$ cat src/rtl/safety_defines.svh
// Purpose: Offsets, field positions, reset values and timing counts.
// Assumes: 40 MHz hclk, 32-bit AHB-Lite register words.
// Notes:   Definitions only.
`ifndef SAFETY_DEFINES_SVH
`define SAFETY_DEFINES_SVH
// ------------------------------------------------------------
// Timing
// ------------------------------------------------------------
`define CLK_PERIOD_NS    25
`define MS_PERIOD_NS     1000000
`define MS_CYCLES        (`MS_PERIOD_NS / `CLK_PERIOD_NS)
`define MS_PER_S         10'd999
`define IN_DELAY_MIN_MS  9'd10
`define RS_DELAY_MIN_S   6'd2
`define RS_DELAY_MAX_S   6'd60
`define FB_CHECK_MS      9'd300
// ------------------------------------------------------------
// Register word indices (byte address is four times the index)
// ------------------------------------------------------------
`define OFS_CTRL         3'h0
`define OFS_RS_DELAY     3'h1
`define OFS_IN_DELAY     3'h2
`define OFS_STATUS       3'h3
`define OFS_LINK         3'h4
`define OFS_IRQ_STATUS   3'h5
`define OFS_IRQ_MASK     3'h6
// ------------------------------------------------------------
// Control fields and reset values
// ------------------------------------------------------------
`define CTRL_ONE_OF_N    0
`define CTRL_EXTERNAL    1
`define CTRL_FB_CHECK    2
`define CTRL_MODE_LO     3
`define CTRL_MODE_HI     4
`define CTRL_RESET       5'h10
`define RS_DELAY_RESET   6'h02
`define IN_DELAY_RESET   9'h00A
// ------------------------------------------------------------
// Interrupt bits and display codes
// ------------------------------------------------------------
`define IRQ_INPUT_ERR    0
`define IRQ_FIELD_BREAK  1
`define IRQ_FB_FAULT     2
`define IRQ_PAIR_ON      3
`define CODE_NONE        8'h00
`define CODE_INPUT_ERR   8'h31
`define CODE_FB_FAULT    8'h35
`endif

$ cat src/rtl/safety_pkg.sv
// Purpose: Types shared by the decode and restart block.
// Assumes: Constants come from safety_defines.svh.
// Notes:   Types only.
package safety_pkg;
   // Restart modes
   typedef enum logic [1:0] {
      RS_NONE      = 2'h0,
      RS_DELAY     = 2'h1,
      RS_INTERLOCK = 2'h2
   } restart_mode_t;
   // Output pair states, one-hot
   typedef enum logic [5:0] {
      ST_OFF   = 6'b000001,
      ST_ON    = 6'b000010,
      ST_DELAY = 6'b000100,
      ST_WAIT  = 6'b001000,
      ST_FAULT = 6'b010000,
      ST_LOCK  = 6'b100000
   } pair_state_t;
   // Field status from the scan core, 1 = clear (prot_allocated: 1 = allocated)
   typedef struct packed {
      logic prot_allocated;
      logic prot_clear;
      logic warn1_clear;
      logic warn2_clear;
   } fields_t;
   // Decoded static inputs
   typedef struct packed {
      logic       logical_a;
      logic       logical_b;
      logic [2:0] case_num;
      logic       input_error;
   } decoded_t;
   // Frame contents for the safety link
   typedef struct packed {
      logic send_fields;
      logic pair_active;
      logic prot_clear;
      logic warn1_clear;
      logic warn2_clear;
   } link_t;
   // Indicator LEDs
   typedef struct packed {
      logic green;
      logic red;
      logic reset_required;
   } leds_t;
endpackage : safety_pkg

$ cat src/rtl/safety_input_decode_and_restart.sv
// Purpose: Static input decode and output switching pair control.
// Assumes: Field status comes from logic on hclk; pins are asynchronous.
// Notes:   Registers over AHB-Lite, zero wait states, always OKAY.
//
// The register addresses and the AHB-Lite interface to the registers were left to the implementer.
`timescale 1ns/1ps
`include "safety_defines.svh"

module safety_input_decode_and_restart #(
   parameter int unsigned MS_CYCLES = `MS_CYCLES
) (
   // Clock and reset
   input  wire  logic                  hclk,
   input  wire  logic                  hresetn,
   // AHB-Lite slave
   input  wire  logic                  hsel,
   input  wire  logic [31:0]           haddr,
   input  wire  logic [1:0]            htrans,
   input  wire  logic                  hwrite,
   input  wire  logic [2:0]            hsize,
   input  wire  logic [31:0]           hwdata,
   input  wire  logic                  hready,
   output logic                        hreadyout,
   output logic                        hresp,
   output logic [31:0]                 hrdata,
   // Control input pins
   input  wire  logic                  input_a_channel_one,
   input  wire  logic                  input_a_channel_two,
   input  wire  logic                  input_b_channel_one,
   input  wire  logic                  input_b_channel_two,
   // Operator reset and contactor feedback pins
   input  wire  logic                  operator_reset,
   input  wire  logic                  contactor_released,
   // Field status from the scan core
   input  wire  safety_pkg::fields_t   fields,
   // Results
   output logic                        output_switching_pair,
   output safety_pkg::decoded_t        decoded,
   output safety_pkg::link_t           safety_link,
   output safety_pkg::leds_t           leds,
   output logic [7:0]                  error_code,
   output logic                        irq
);
   import safety_pkg::*;
   // ------------------------------------------------------------
   // State
   // ------------------------------------------------------------
   typedef struct packed {
      logic [3:0]  pin_meta;
      logic [3:0]  pin_sync;
      logic        rst_meta;
      logic        rst_sync;
      logic        rst_prev;
      logic        fb_meta;
      logic        fb_sync;
      logic [3:0]  last;
      logic [8:0]  settle;
      logic [3:0]  eval;
      logic [15:0] div;
      logic [9:0]  ms_in_s;
      pair_state_t pair;
      logic [5:0]  secs;
      logic [8:0]  fb_ms;
      logic [4:0]  ctrl;
      logic [5:0]  rs_delay;
      logic [8:0]  in_delay;
      logic [3:0]  irq_status;
      logic [3:0]  irq_mask;
      logic        a_wr;
      logic [2:0]  a_idx;
      logic [31:0] rdata;
      logic [7:0]  code;
   } core_t;
   core_t st;
   core_t next_st;
   // ------------------------------------------------------------
   // Combinational decode
   // ------------------------------------------------------------
   logic          ms_tick;
   logic          s_tick;
   decoded_t      dec;
   restart_mode_t mode;
   logic          prot_ok;
   logic          go;
   logic          fb_ok;
   logic          fb_fault;
   logic          rst_press;
   logic [3:0]    events;
   logic [3:0]    w1c;
   logic [31:0]   rd_mux;
   logic          take;
   // Time base: 1 ms tick and 1 s tick
   assign ms_tick = (st.div == 16'(MS_CYCLES - 1));
   assign s_tick  = ms_tick && (st.ms_in_s == `MS_PER_S);
   // Restart mode; the spare code is treated as interlock
   always_comb begin
      case (st.ctrl[`CTRL_MODE_HI:`CTRL_MODE_LO])
         2'h0:    mode = RS_NONE;
         2'h1:    mode = RS_DELAY;
         default: mode = RS_INTERLOCK;
      endcase
   end
   // Input decode on the evaluated channels {b2, b1, a2, a1}
   always_comb begin
      dec = '0;
      if (st.ctrl[`CTRL_ONE_OF_N]) begin
         case (st.eval)
            4'h1:    dec.case_num = 3'h1;
            4'h2:    dec.case_num = 3'h2;
            4'h4:    dec.case_num = 3'h3;
            4'h8:    dec.case_num = 3'h4;
            default: dec.input_error = 1'b1;
         endcase
      end else begin
         dec.logical_a   = st.eval[1];
         dec.logical_b   = st.eval[3];
         dec.input_error = (st.eval[0] == st.eval[1]) ||
                           (st.eval[2] == st.eval[3]);
      end
   end
   assign prot_ok = fields.prot_clear || !fields.prot_allocated;
   // remote pair leaves the local pair off
   assign go      = prot_ok && !dec.input_error && !st.ctrl[`CTRL_EXTERNAL];
   // contactor must be released before any ON
   assign fb_ok   = !st.ctrl[`CTRL_FB_CHECK] || st.fb_sync;
   // released contact expected after the check time
   assign fb_fault = st.ctrl[`CTRL_FB_CHECK] && !st.fb_sync &&
                     (st.fb_ms >= `FB_CHECK_MS);
   assign rst_press = st.rst_sync && !st.rst_prev;
   // Bus address phase taken
   assign take = hsel && hready && htrans[1];
   // Read data for the register being addressed
   always_comb begin
      rd_mux = '0;
      case (haddr[4:2])
         `OFS_CTRL:       rd_mux = {27'h0, st.ctrl};
         `OFS_RS_DELAY:   rd_mux = {26'h0, st.rs_delay};
         `OFS_IN_DELAY:   rd_mux = {23'h0, st.in_delay};
         `OFS_STATUS:     rd_mux = {16'h0, st.pair, st.eval,
                                    dec.case_num, dec.logical_b,
                                    dec.logical_a, dec.input_error};
         `OFS_LINK:       rd_mux = {27'h0, safety_link};
         `OFS_IRQ_STATUS: rd_mux = {28'h0, st.irq_status};
         `OFS_IRQ_MASK:   rd_mux = {28'h0, st.irq_mask};
         default:         rd_mux = '0;
      endcase
      if (haddr[31:5] != 27'h0) begin
         rd_mux = '0;
      end
   end

   // ------------------------------------------------------------
   // Next state
   // ------------------------------------------------------------
   always_comb begin
      next_st = st;
      events  = '0;
      w1c     = '0;
      // Two-stage synchronisers
      next_st.pin_meta = {input_b_channel_two, input_b_channel_one,
                          input_a_channel_two, input_a_channel_one};
      next_st.pin_sync = st.pin_meta;
      next_st.rst_meta = operator_reset;
      next_st.rst_sync = st.rst_meta;
      next_st.rst_prev = st.rst_sync;
      next_st.fb_meta  = contactor_released;
      next_st.fb_sync  = st.fb_meta;
      // Millisecond divider and second counter
      if (ms_tick) begin
         next_st.div = '0;
         if (s_tick) begin
            next_st.ms_in_s = '0;
         end else begin
            next_st.ms_in_s = st.ms_in_s + 10'h001;
         end
      end else begin
         next_st.div = st.div + 16'h0001;
      end
      // wait for stable inputs before evaluating
      if (st.pin_sync != st.last) begin
         next_st.last   = st.pin_sync;
         next_st.settle = '0;
      end else if (st.settle >= st.in_delay) begin
         next_st.eval = st.last;
      end else if (ms_tick) begin
         next_st.settle = st.settle + 9'h001;
      end
      // Feedback check timer runs while the pair is off
      if (st.pair == ST_ON) begin
         next_st.fb_ms = '0;
      end else if (ms_tick && st.fb_ms < `FB_CHECK_MS) begin
         next_st.fb_ms = st.fb_ms + 9'h001;
      end
      // Output pair state machine
      case (st.pair)
         ST_ON: begin
            // off as soon as the field is interrupted
            if (!go) begin
               next_st.pair  = ST_OFF;
               next_st.fb_ms = '0;
               events[`IRQ_FIELD_BREAK] = 1'b1;
            end
         end
         ST_OFF: begin
            if (go) begin
               case (mode)
                  RS_NONE: begin
                     if (fb_ok) begin
                        next_st.pair = ST_ON;
                        events[`IRQ_PAIR_ON] = 1'b1;
                     end
                  end
                  RS_DELAY: begin
                     next_st.pair = ST_DELAY;
                     next_st.secs = '0;
                  end
                  default: begin
                     next_st.pair = ST_WAIT;
                  end
               endcase
            end
         end
         ST_DELAY: begin
            if (!go) begin
               next_st.pair = ST_OFF;
               next_st.secs = '0;
            end else if (st.secs > st.rs_delay) begin
               // one tick more, as the first free-running tick may come at once
               if (fb_ok) begin
                  next_st.pair = ST_ON;
                  events[`IRQ_PAIR_ON] = 1'b1;
               end
            end else if (s_tick) begin
               next_st.secs = st.secs + 6'h01;
            end
         end
         ST_WAIT: begin
            if (!go) begin
               next_st.pair = ST_OFF;
            end else if (rst_press && fb_ok) begin
               next_st.pair = ST_ON;
               events[`IRQ_PAIR_ON] = 1'b1;
            end
         end
         ST_FAULT: begin
            // Cleared by reset once the contactor has dropped out
            if (rst_press && st.fb_sync) begin
               next_st.pair = ST_WAIT;
               next_st.code = `CODE_NONE;
            end
         end
         ST_LOCK: begin
            // Only a device reset leaves lock-out
            next_st.pair = ST_LOCK;
         end
         default: begin
            next_st.pair = ST_OFF;
         end
      endcase
      // Contactor fault overrides the off-side states
      if (fb_fault && (st.pair == ST_OFF || st.pair == ST_DELAY ||
                       st.pair == ST_WAIT)) begin
         events[`IRQ_FB_FAULT] = 1'b1;
         next_st.code          = `CODE_FB_FAULT;
         if (mode == RS_INTERLOCK) begin
            next_st.pair = ST_FAULT;
         end else begin
            next_st.pair = ST_LOCK;
         end
      end
      // Input error code while no contactor fault is shown
      if (next_st.code != `CODE_FB_FAULT) begin
         next_st.code = dec.input_error ? `CODE_INPUT_ERR : `CODE_NONE;
      end
      events[`IRQ_INPUT_ERR] = dec.input_error;
      // Bus write in the data phase
      if (st.a_wr) begin
         case (st.a_idx)
            `OFS_CTRL: begin
               next_st.ctrl = hwdata[4:0];
            end
            `OFS_RS_DELAY: begin
               // keep the delay within 2 to 60 s
               if (hwdata[31:6] != 26'h0 || hwdata[5:0] > `RS_DELAY_MAX_S) begin
                  next_st.rs_delay = `RS_DELAY_MAX_S;
               end else if (hwdata[5:0] < `RS_DELAY_MIN_S) begin
                  next_st.rs_delay = `RS_DELAY_MIN_S;
               end else begin
                  next_st.rs_delay = hwdata[5:0];
               end
            end
            `OFS_IN_DELAY: begin
               // no shorter than the base delay
               if (hwdata[31:9] == 23'h0 && hwdata[8:0] >= `IN_DELAY_MIN_MS) begin
                  next_st.in_delay = hwdata[8:0];
               end else if (hwdata[31:9] != 23'h0) begin
                  next_st.in_delay = 9'h1FF;
               end else begin
                  next_st.in_delay = `IN_DELAY_MIN_MS;
               end
            end
            `OFS_IRQ_STATUS: begin
               w1c = hwdata[3:0];
            end
            `OFS_IRQ_MASK: begin
               next_st.irq_mask = hwdata[3:0];
            end
            default: begin
               next_st.irq_mask = st.irq_mask;
            end
         endcase
      end
      // Sticky status: a new event wins over the clear
      next_st.irq_status = (st.irq_status & ~w1c) | events;
      // Address phase capture and read data
      next_st.a_wr  = take && hwrite && (haddr[31:5] == 27'h0);
      next_st.a_idx = haddr[4:2];
      if (take && !hwrite) begin
         next_st.rdata = rd_mux;
      end
   end

   // ------------------------------------------------------------
   // Registers
   // ------------------------------------------------------------
   always_ff @(posedge hclk or negedge hresetn) begin
      if (!hresetn) begin
         st          <= '0;
         st.pair     <= ST_OFF;
         st.ctrl     <= `CTRL_RESET;
         st.rs_delay <= `RS_DELAY_RESET;
         st.in_delay <= `IN_DELAY_RESET;
      end else begin
         st <= next_st;
      end
   end

   // ------------------------------------------------------------
   // Outputs
   // ------------------------------------------------------------
   // Bus answers at once and never errors
   assign hreadyout = 1'b1;
   assign hresp     = 1'b0;
   assign hrdata    = st.rdata;

   // Pair and indicators
   assign output_switching_pair = (st.pair == ST_ON);
   assign leds.green            = (st.pair == ST_ON);
   assign leds.red              = (st.pair != ST_ON);
   assign leds.reset_required   = (st.pair == ST_WAIT) || (st.pair == ST_FAULT);
   assign error_code            = st.code;
   assign decoded               = dec;

   // field set status sent when the remote pair is used
   assign safety_link.send_fields = st.ctrl[`CTRL_EXTERNAL];
   // unused local pair reported as active
   assign safety_link.pair_active = st.ctrl[`CTRL_EXTERNAL] || (st.pair == ST_ON);
   // raw field bits, not held by restart gating
   assign safety_link.prot_clear  = prot_ok;
   assign safety_link.warn1_clear = fields.warn1_clear;
   assign safety_link.warn2_clear = fields.warn2_clear;

   // Level interrupt from unmasked sticky bits
   assign irq = |(st.irq_status & st.irq_mask);

endmodule : safety_input_decode_and_restart

$ cat config.mk
export PLATFORM = sky130hd
export DESIGN_NAME = safety_input_decode_and_restart
export DESIGN_NICKNAME = d
export VERILOG_FILES = /design/src/rtl/safety_pkg.sv /design/src/rtl/safety_input_decode_and_restart.sv
export VERILOG_INCLUDE_DIRS = /design/src /design/src/rtl
export SDC_FILE = /design/constraint.sdc
export NUM_CORES = 1
export LEC_CHECK = 0
export BUFFER_PORTS_ARGS = -buffer_cell sky130_fd_sc_hd__buf_2
export CAP_MARGIN = 0
export CELL_PAD_IN_SITES_DETAIL_PLACEMENT = 1
export CELL_PAD_IN_SITES_GLOBAL_PLACEMENT = 1
export CORE_UTILIZATION = 39
export CTS_CLUSTER_DIAMETER = 200
export DETAILED_ROUTE_END_ITERATION = 10
export GPL_TIMING_DRIVEN = 0
export PLACE_DENSITY = 0.75
export SYNTH_ARGS = -nofsm -noshare
export SYNTH_HDL_FRONTEND = slang
export SYNTH_SLANG_ARGS = --single-unit
$ cat constraint.sdc
create_clock -name hclk -period 2.4 [get_ports hclk]
set_clock_uncertainty 0.1 [all_clocks]
set_input_delay 0.6 -clock hclk [delete_from_list [all_inputs] [get_ports hclk]]
set_output_delay 0.6 -clock hclk [all_outputs]
set_load 0.01 [all_outputs]
==> flow_summary.toml <==
[die]
die_x_um = 137
die_y_um = 137
num_rows = 49
dieArea_um2 = 18900
initial_utilization_pct = 39.8
core-area_um2 = 18000
ioPinCount = 142

[grt]
grt_usage_pct = 22.0
antenna_found_initial = 1
grt_max_degree = 93
grt_pass1_vias = 6345
grt.overflow.total = 0
grt_pass1_wl_mm = 31.8

[detailed_routing]
via_count = 6082
final_antenna_net_count = 0
drt_wl_total_mm = 20.4
vias_per_cell = 5.29
wire_per_inst_um = 17.7
drt-initial-drc-count = 260
drt_pass1_iterations = 4
drc = 0

[placed_design]
routabilityCongestion = 0.809
port_buffers = 117
dp_slack_ps = -656
dp_hpwl_mm = 14.0
dpl-instance-area_um2 = 8140

[layout]
seq_area_um2 = 3340
postLayoutCoreUtil_pct = 51.6
multi_input_area_um2 = 3630
areaGrowthSynthToFinish_pct = 29.6
drive_gt1_share_pct = 34.1
fin_area_um2 = 9270
fill_cells = 2057
final_nets = 1017

[run_status]
violations = "negative setup slack"
outcome = "complete, but fails checks"

[logic_synthesis]
ys.flop_type = "dfrtp_1"
synth_mux_area_share_pct = 3.97
synthTopCellsByCount = "128 x dfrtp_1, 54 x nand2_1, 54 x nor2_1, 47 x buf_4, 37 x o21ai_0"
avgSynthCellArea_um2 = 9.89
async_flop_share_pct = 100
yosysMostFrequentCell = "dfrtp_1"
synth_fa_ha_area_share_pct = 4.72
synthSimpleGateAreaFrac_pct = 20.1
yosysTopAreaCell = "dfrtp_1"
synth_compound_area_share_pct = 12.7
syn_inst = 723
yosys-top-cells-area = "dfrtp_1 45%, buf_4 4.9%, ha_1 4.7%"
ys_ff_latch = 133
ys_seq_area_share_pct = 46.6
synth_top_family_by_area = "simple AND/OR/NAND/NOR gates"
synth.distinct_cells = 64
synth_edf_count = 0
synth_warnings = 0
synth_xor_xnor_area_share_pct = 4.04
synth.top_cell.area_share_pct = 44.8
syn_area_um2 = 7150

[setup_path]
critPathRequiredTime_ps = 1700
critPathCaptureType = "primary output"
cp_slowest_cell = "or4_4"
crit_chain = "or4_4 -> nor3b_4 -> clkbuf_8 -> buf_6 -> buf_6"
crit_path_max_fanout = 4
cpMostUsedCell = "buf_6"
startpoint_type = "flip-flop"
cp_data_arrival_time_ps = 2080
critPathBufInv = 3
worstSetupPathType = "reg -> out"
cpPeakStageDelay_ps = 560
critical-path-top-delay-family = "simple AND/OR/NAND/NOR gates"

[flow_run]
cap_violations = 0

[cts]
cts_tree = "yes"
root_buffer = "clkbuf_16"
cts.sinks = 133
clock_latency_ps = 430
clkTransAtPathRegs_ps = 60
clockBufferDepth = 2
cts_inserted_buffers = 17
cts_max_level = 4

[power]
power_frac_clock_pct = 46.4
peakVddDrop_v = 0.000560
switching_share_pct = 24.9
power.leakage_nw = 4.36
internal-power_w = 0.00416
p_switching_w = 0.00138
p_comb_share_pct = 11.2
p_per_area_nw_per_um2 = 597
pwr-share-seq_pct = 42.4

[worst_hold_path]
hp-class = "in -> reg"

[sta]
slew_headroom_pct = 36.3
fin_crit_ps = 2780
finalSetupViolCount = 16
setup_slack_ps = -382
min_period_over_period_pct = 116
final_max_slew_viol_count = 0
worst-slew-pin-transition_ps = 948
clock.fmax_ghz = 0.360
rsz0062_at_grt = "true"
hold_viol = 0
fin_setup_tns_ps = -3620
[worst paths after layout]
| path | start | endpoint | slack (ps) | cells past startpoint |
|---|---|---|---|---|
| min reg2reg | next_st[141] | st[141] | 250 | 0 |
| min | input_b_channel_one | next_st[143] | 180 | 1 |
| max reg2reg | st[90] | st[83] | -300 | 8 |
| min in group asynchronous | hresetn | hrdata[1] | 570 | 2 |
| max in group asynchronous | hresetn | st[117] | 830 | 3 |
| max | st[90] | leds[2] | -380 | 5 |
[power groups by stage]
stage	logic (W)	registers [W]	clock network (W)
after floorplan	0.000315	0.00236	0
after global placement	0.000507	0.00238	0
after detailed placement	0.000525	0.00238	0
after CTS	0.000563	0.00234	0.00261
after global routing	0.000681	0.00235	0.00271
final	0.000621	0.00235	0.00257
[flip-flops by register name, indices dropped and copies added (netlist names)]
register     count
st             101
error_code       8
hrdata          16
next_st          7
safety_link      1
[per-stage QoR]
stage,hold WS (ps),power (W),instances
floorplan,204,0.00268,743
global placement,236,0.00288,1089
detailed placement,236,0.00290,1090
CTS,166,0.00552,1138
global route,162,0.00574,1149
finish,176,0.00554,1149
[layer usage]
metal | up-vias | GRT usage (%) | part of all wire [%]
li1 | 2899 | - | -
met1 | 3023 | 27.1 | 43
met2 | 131 | 37.6 | 51
met3 | 29 | 4.38 | 3.8
met4 | 0 | 8.49 | 2.2
met5 | - | 0 | 0
[logic make-up after synthesis]
group	count (synthesis)
compound gates	136
xor+xnor	33
fa+ha+maj	27
buf+inv	99
flops	133
mux	25
other cells	2
simple gates	268
[layout make-up]
class / instances / area share, %
Antenna cell: 1 / 0.0270
Buffer: 66 / 4.77
Clock buffer: 22 / 5.12
Clock inverter: 10 / 1.13
Inverter: 29 / 1.23
Multi-Input combinational cell: 512 / 39.2
Sequential cell: 133 / 36.1
Tap cell: 229 / 3.09
Timing Repair Buffer: 147 / 9.38
[worst register-to-register path, cell delays in order (launching register included)]
cell and delay, ps:
dfrtp_2 410, or4_4 560, buf_4 150, buf_6 100
or3b_4 440, or3_4 400, a21oi_4 200, o31ai_2 90
a21oi_1 180
[cells in the final DEF, fill, tap and decap left out, types with 8 or more instances in the layout]
| cell type | count |
|---|---|
| and3_1 | 13 |
| a21oi_1 | 21 |
| clkbuf_1 | 18 |
| mux2_2 | 17 |
| buf_4 | 72 |
| nand2b_1 | 13 |
| clkbuf_16 | 17 |
| nor3_1 | 12 |
| a21o_1 | 9 |
| o21ai_0 | 32 |
| nand3_1 | 32 |
| nor4_1 | 13 |
| dfrtp_2 | 8 |
| conb_1 | 22 |
| buf_2 | 113 |
| buf_6 | 8 |
| nor2_1 | 54 |
| xnor2_1 | 15 |
| dfrtp_1 | 120 |
| nand2_1 | 53 |
| nand4_1 | 18 |
| inv_1 | 24 |
| nor2b_1 | 9 |
| xor2_1 | 18 |
| o31ai_1 | 9 |
| ha_1 | 20 |
[what timing repair did]
item	4_1_cts	5_1_grt
buffers inserted	16	12
endpoints found under the hold margin	14	0
pin swaps	6	24
setup endpoints to repair	51	42
hold buffers	1	0
cloned	1	1
gates resized for setup	31	52
No activity file was read; power rests on OpenSTA's default activity.
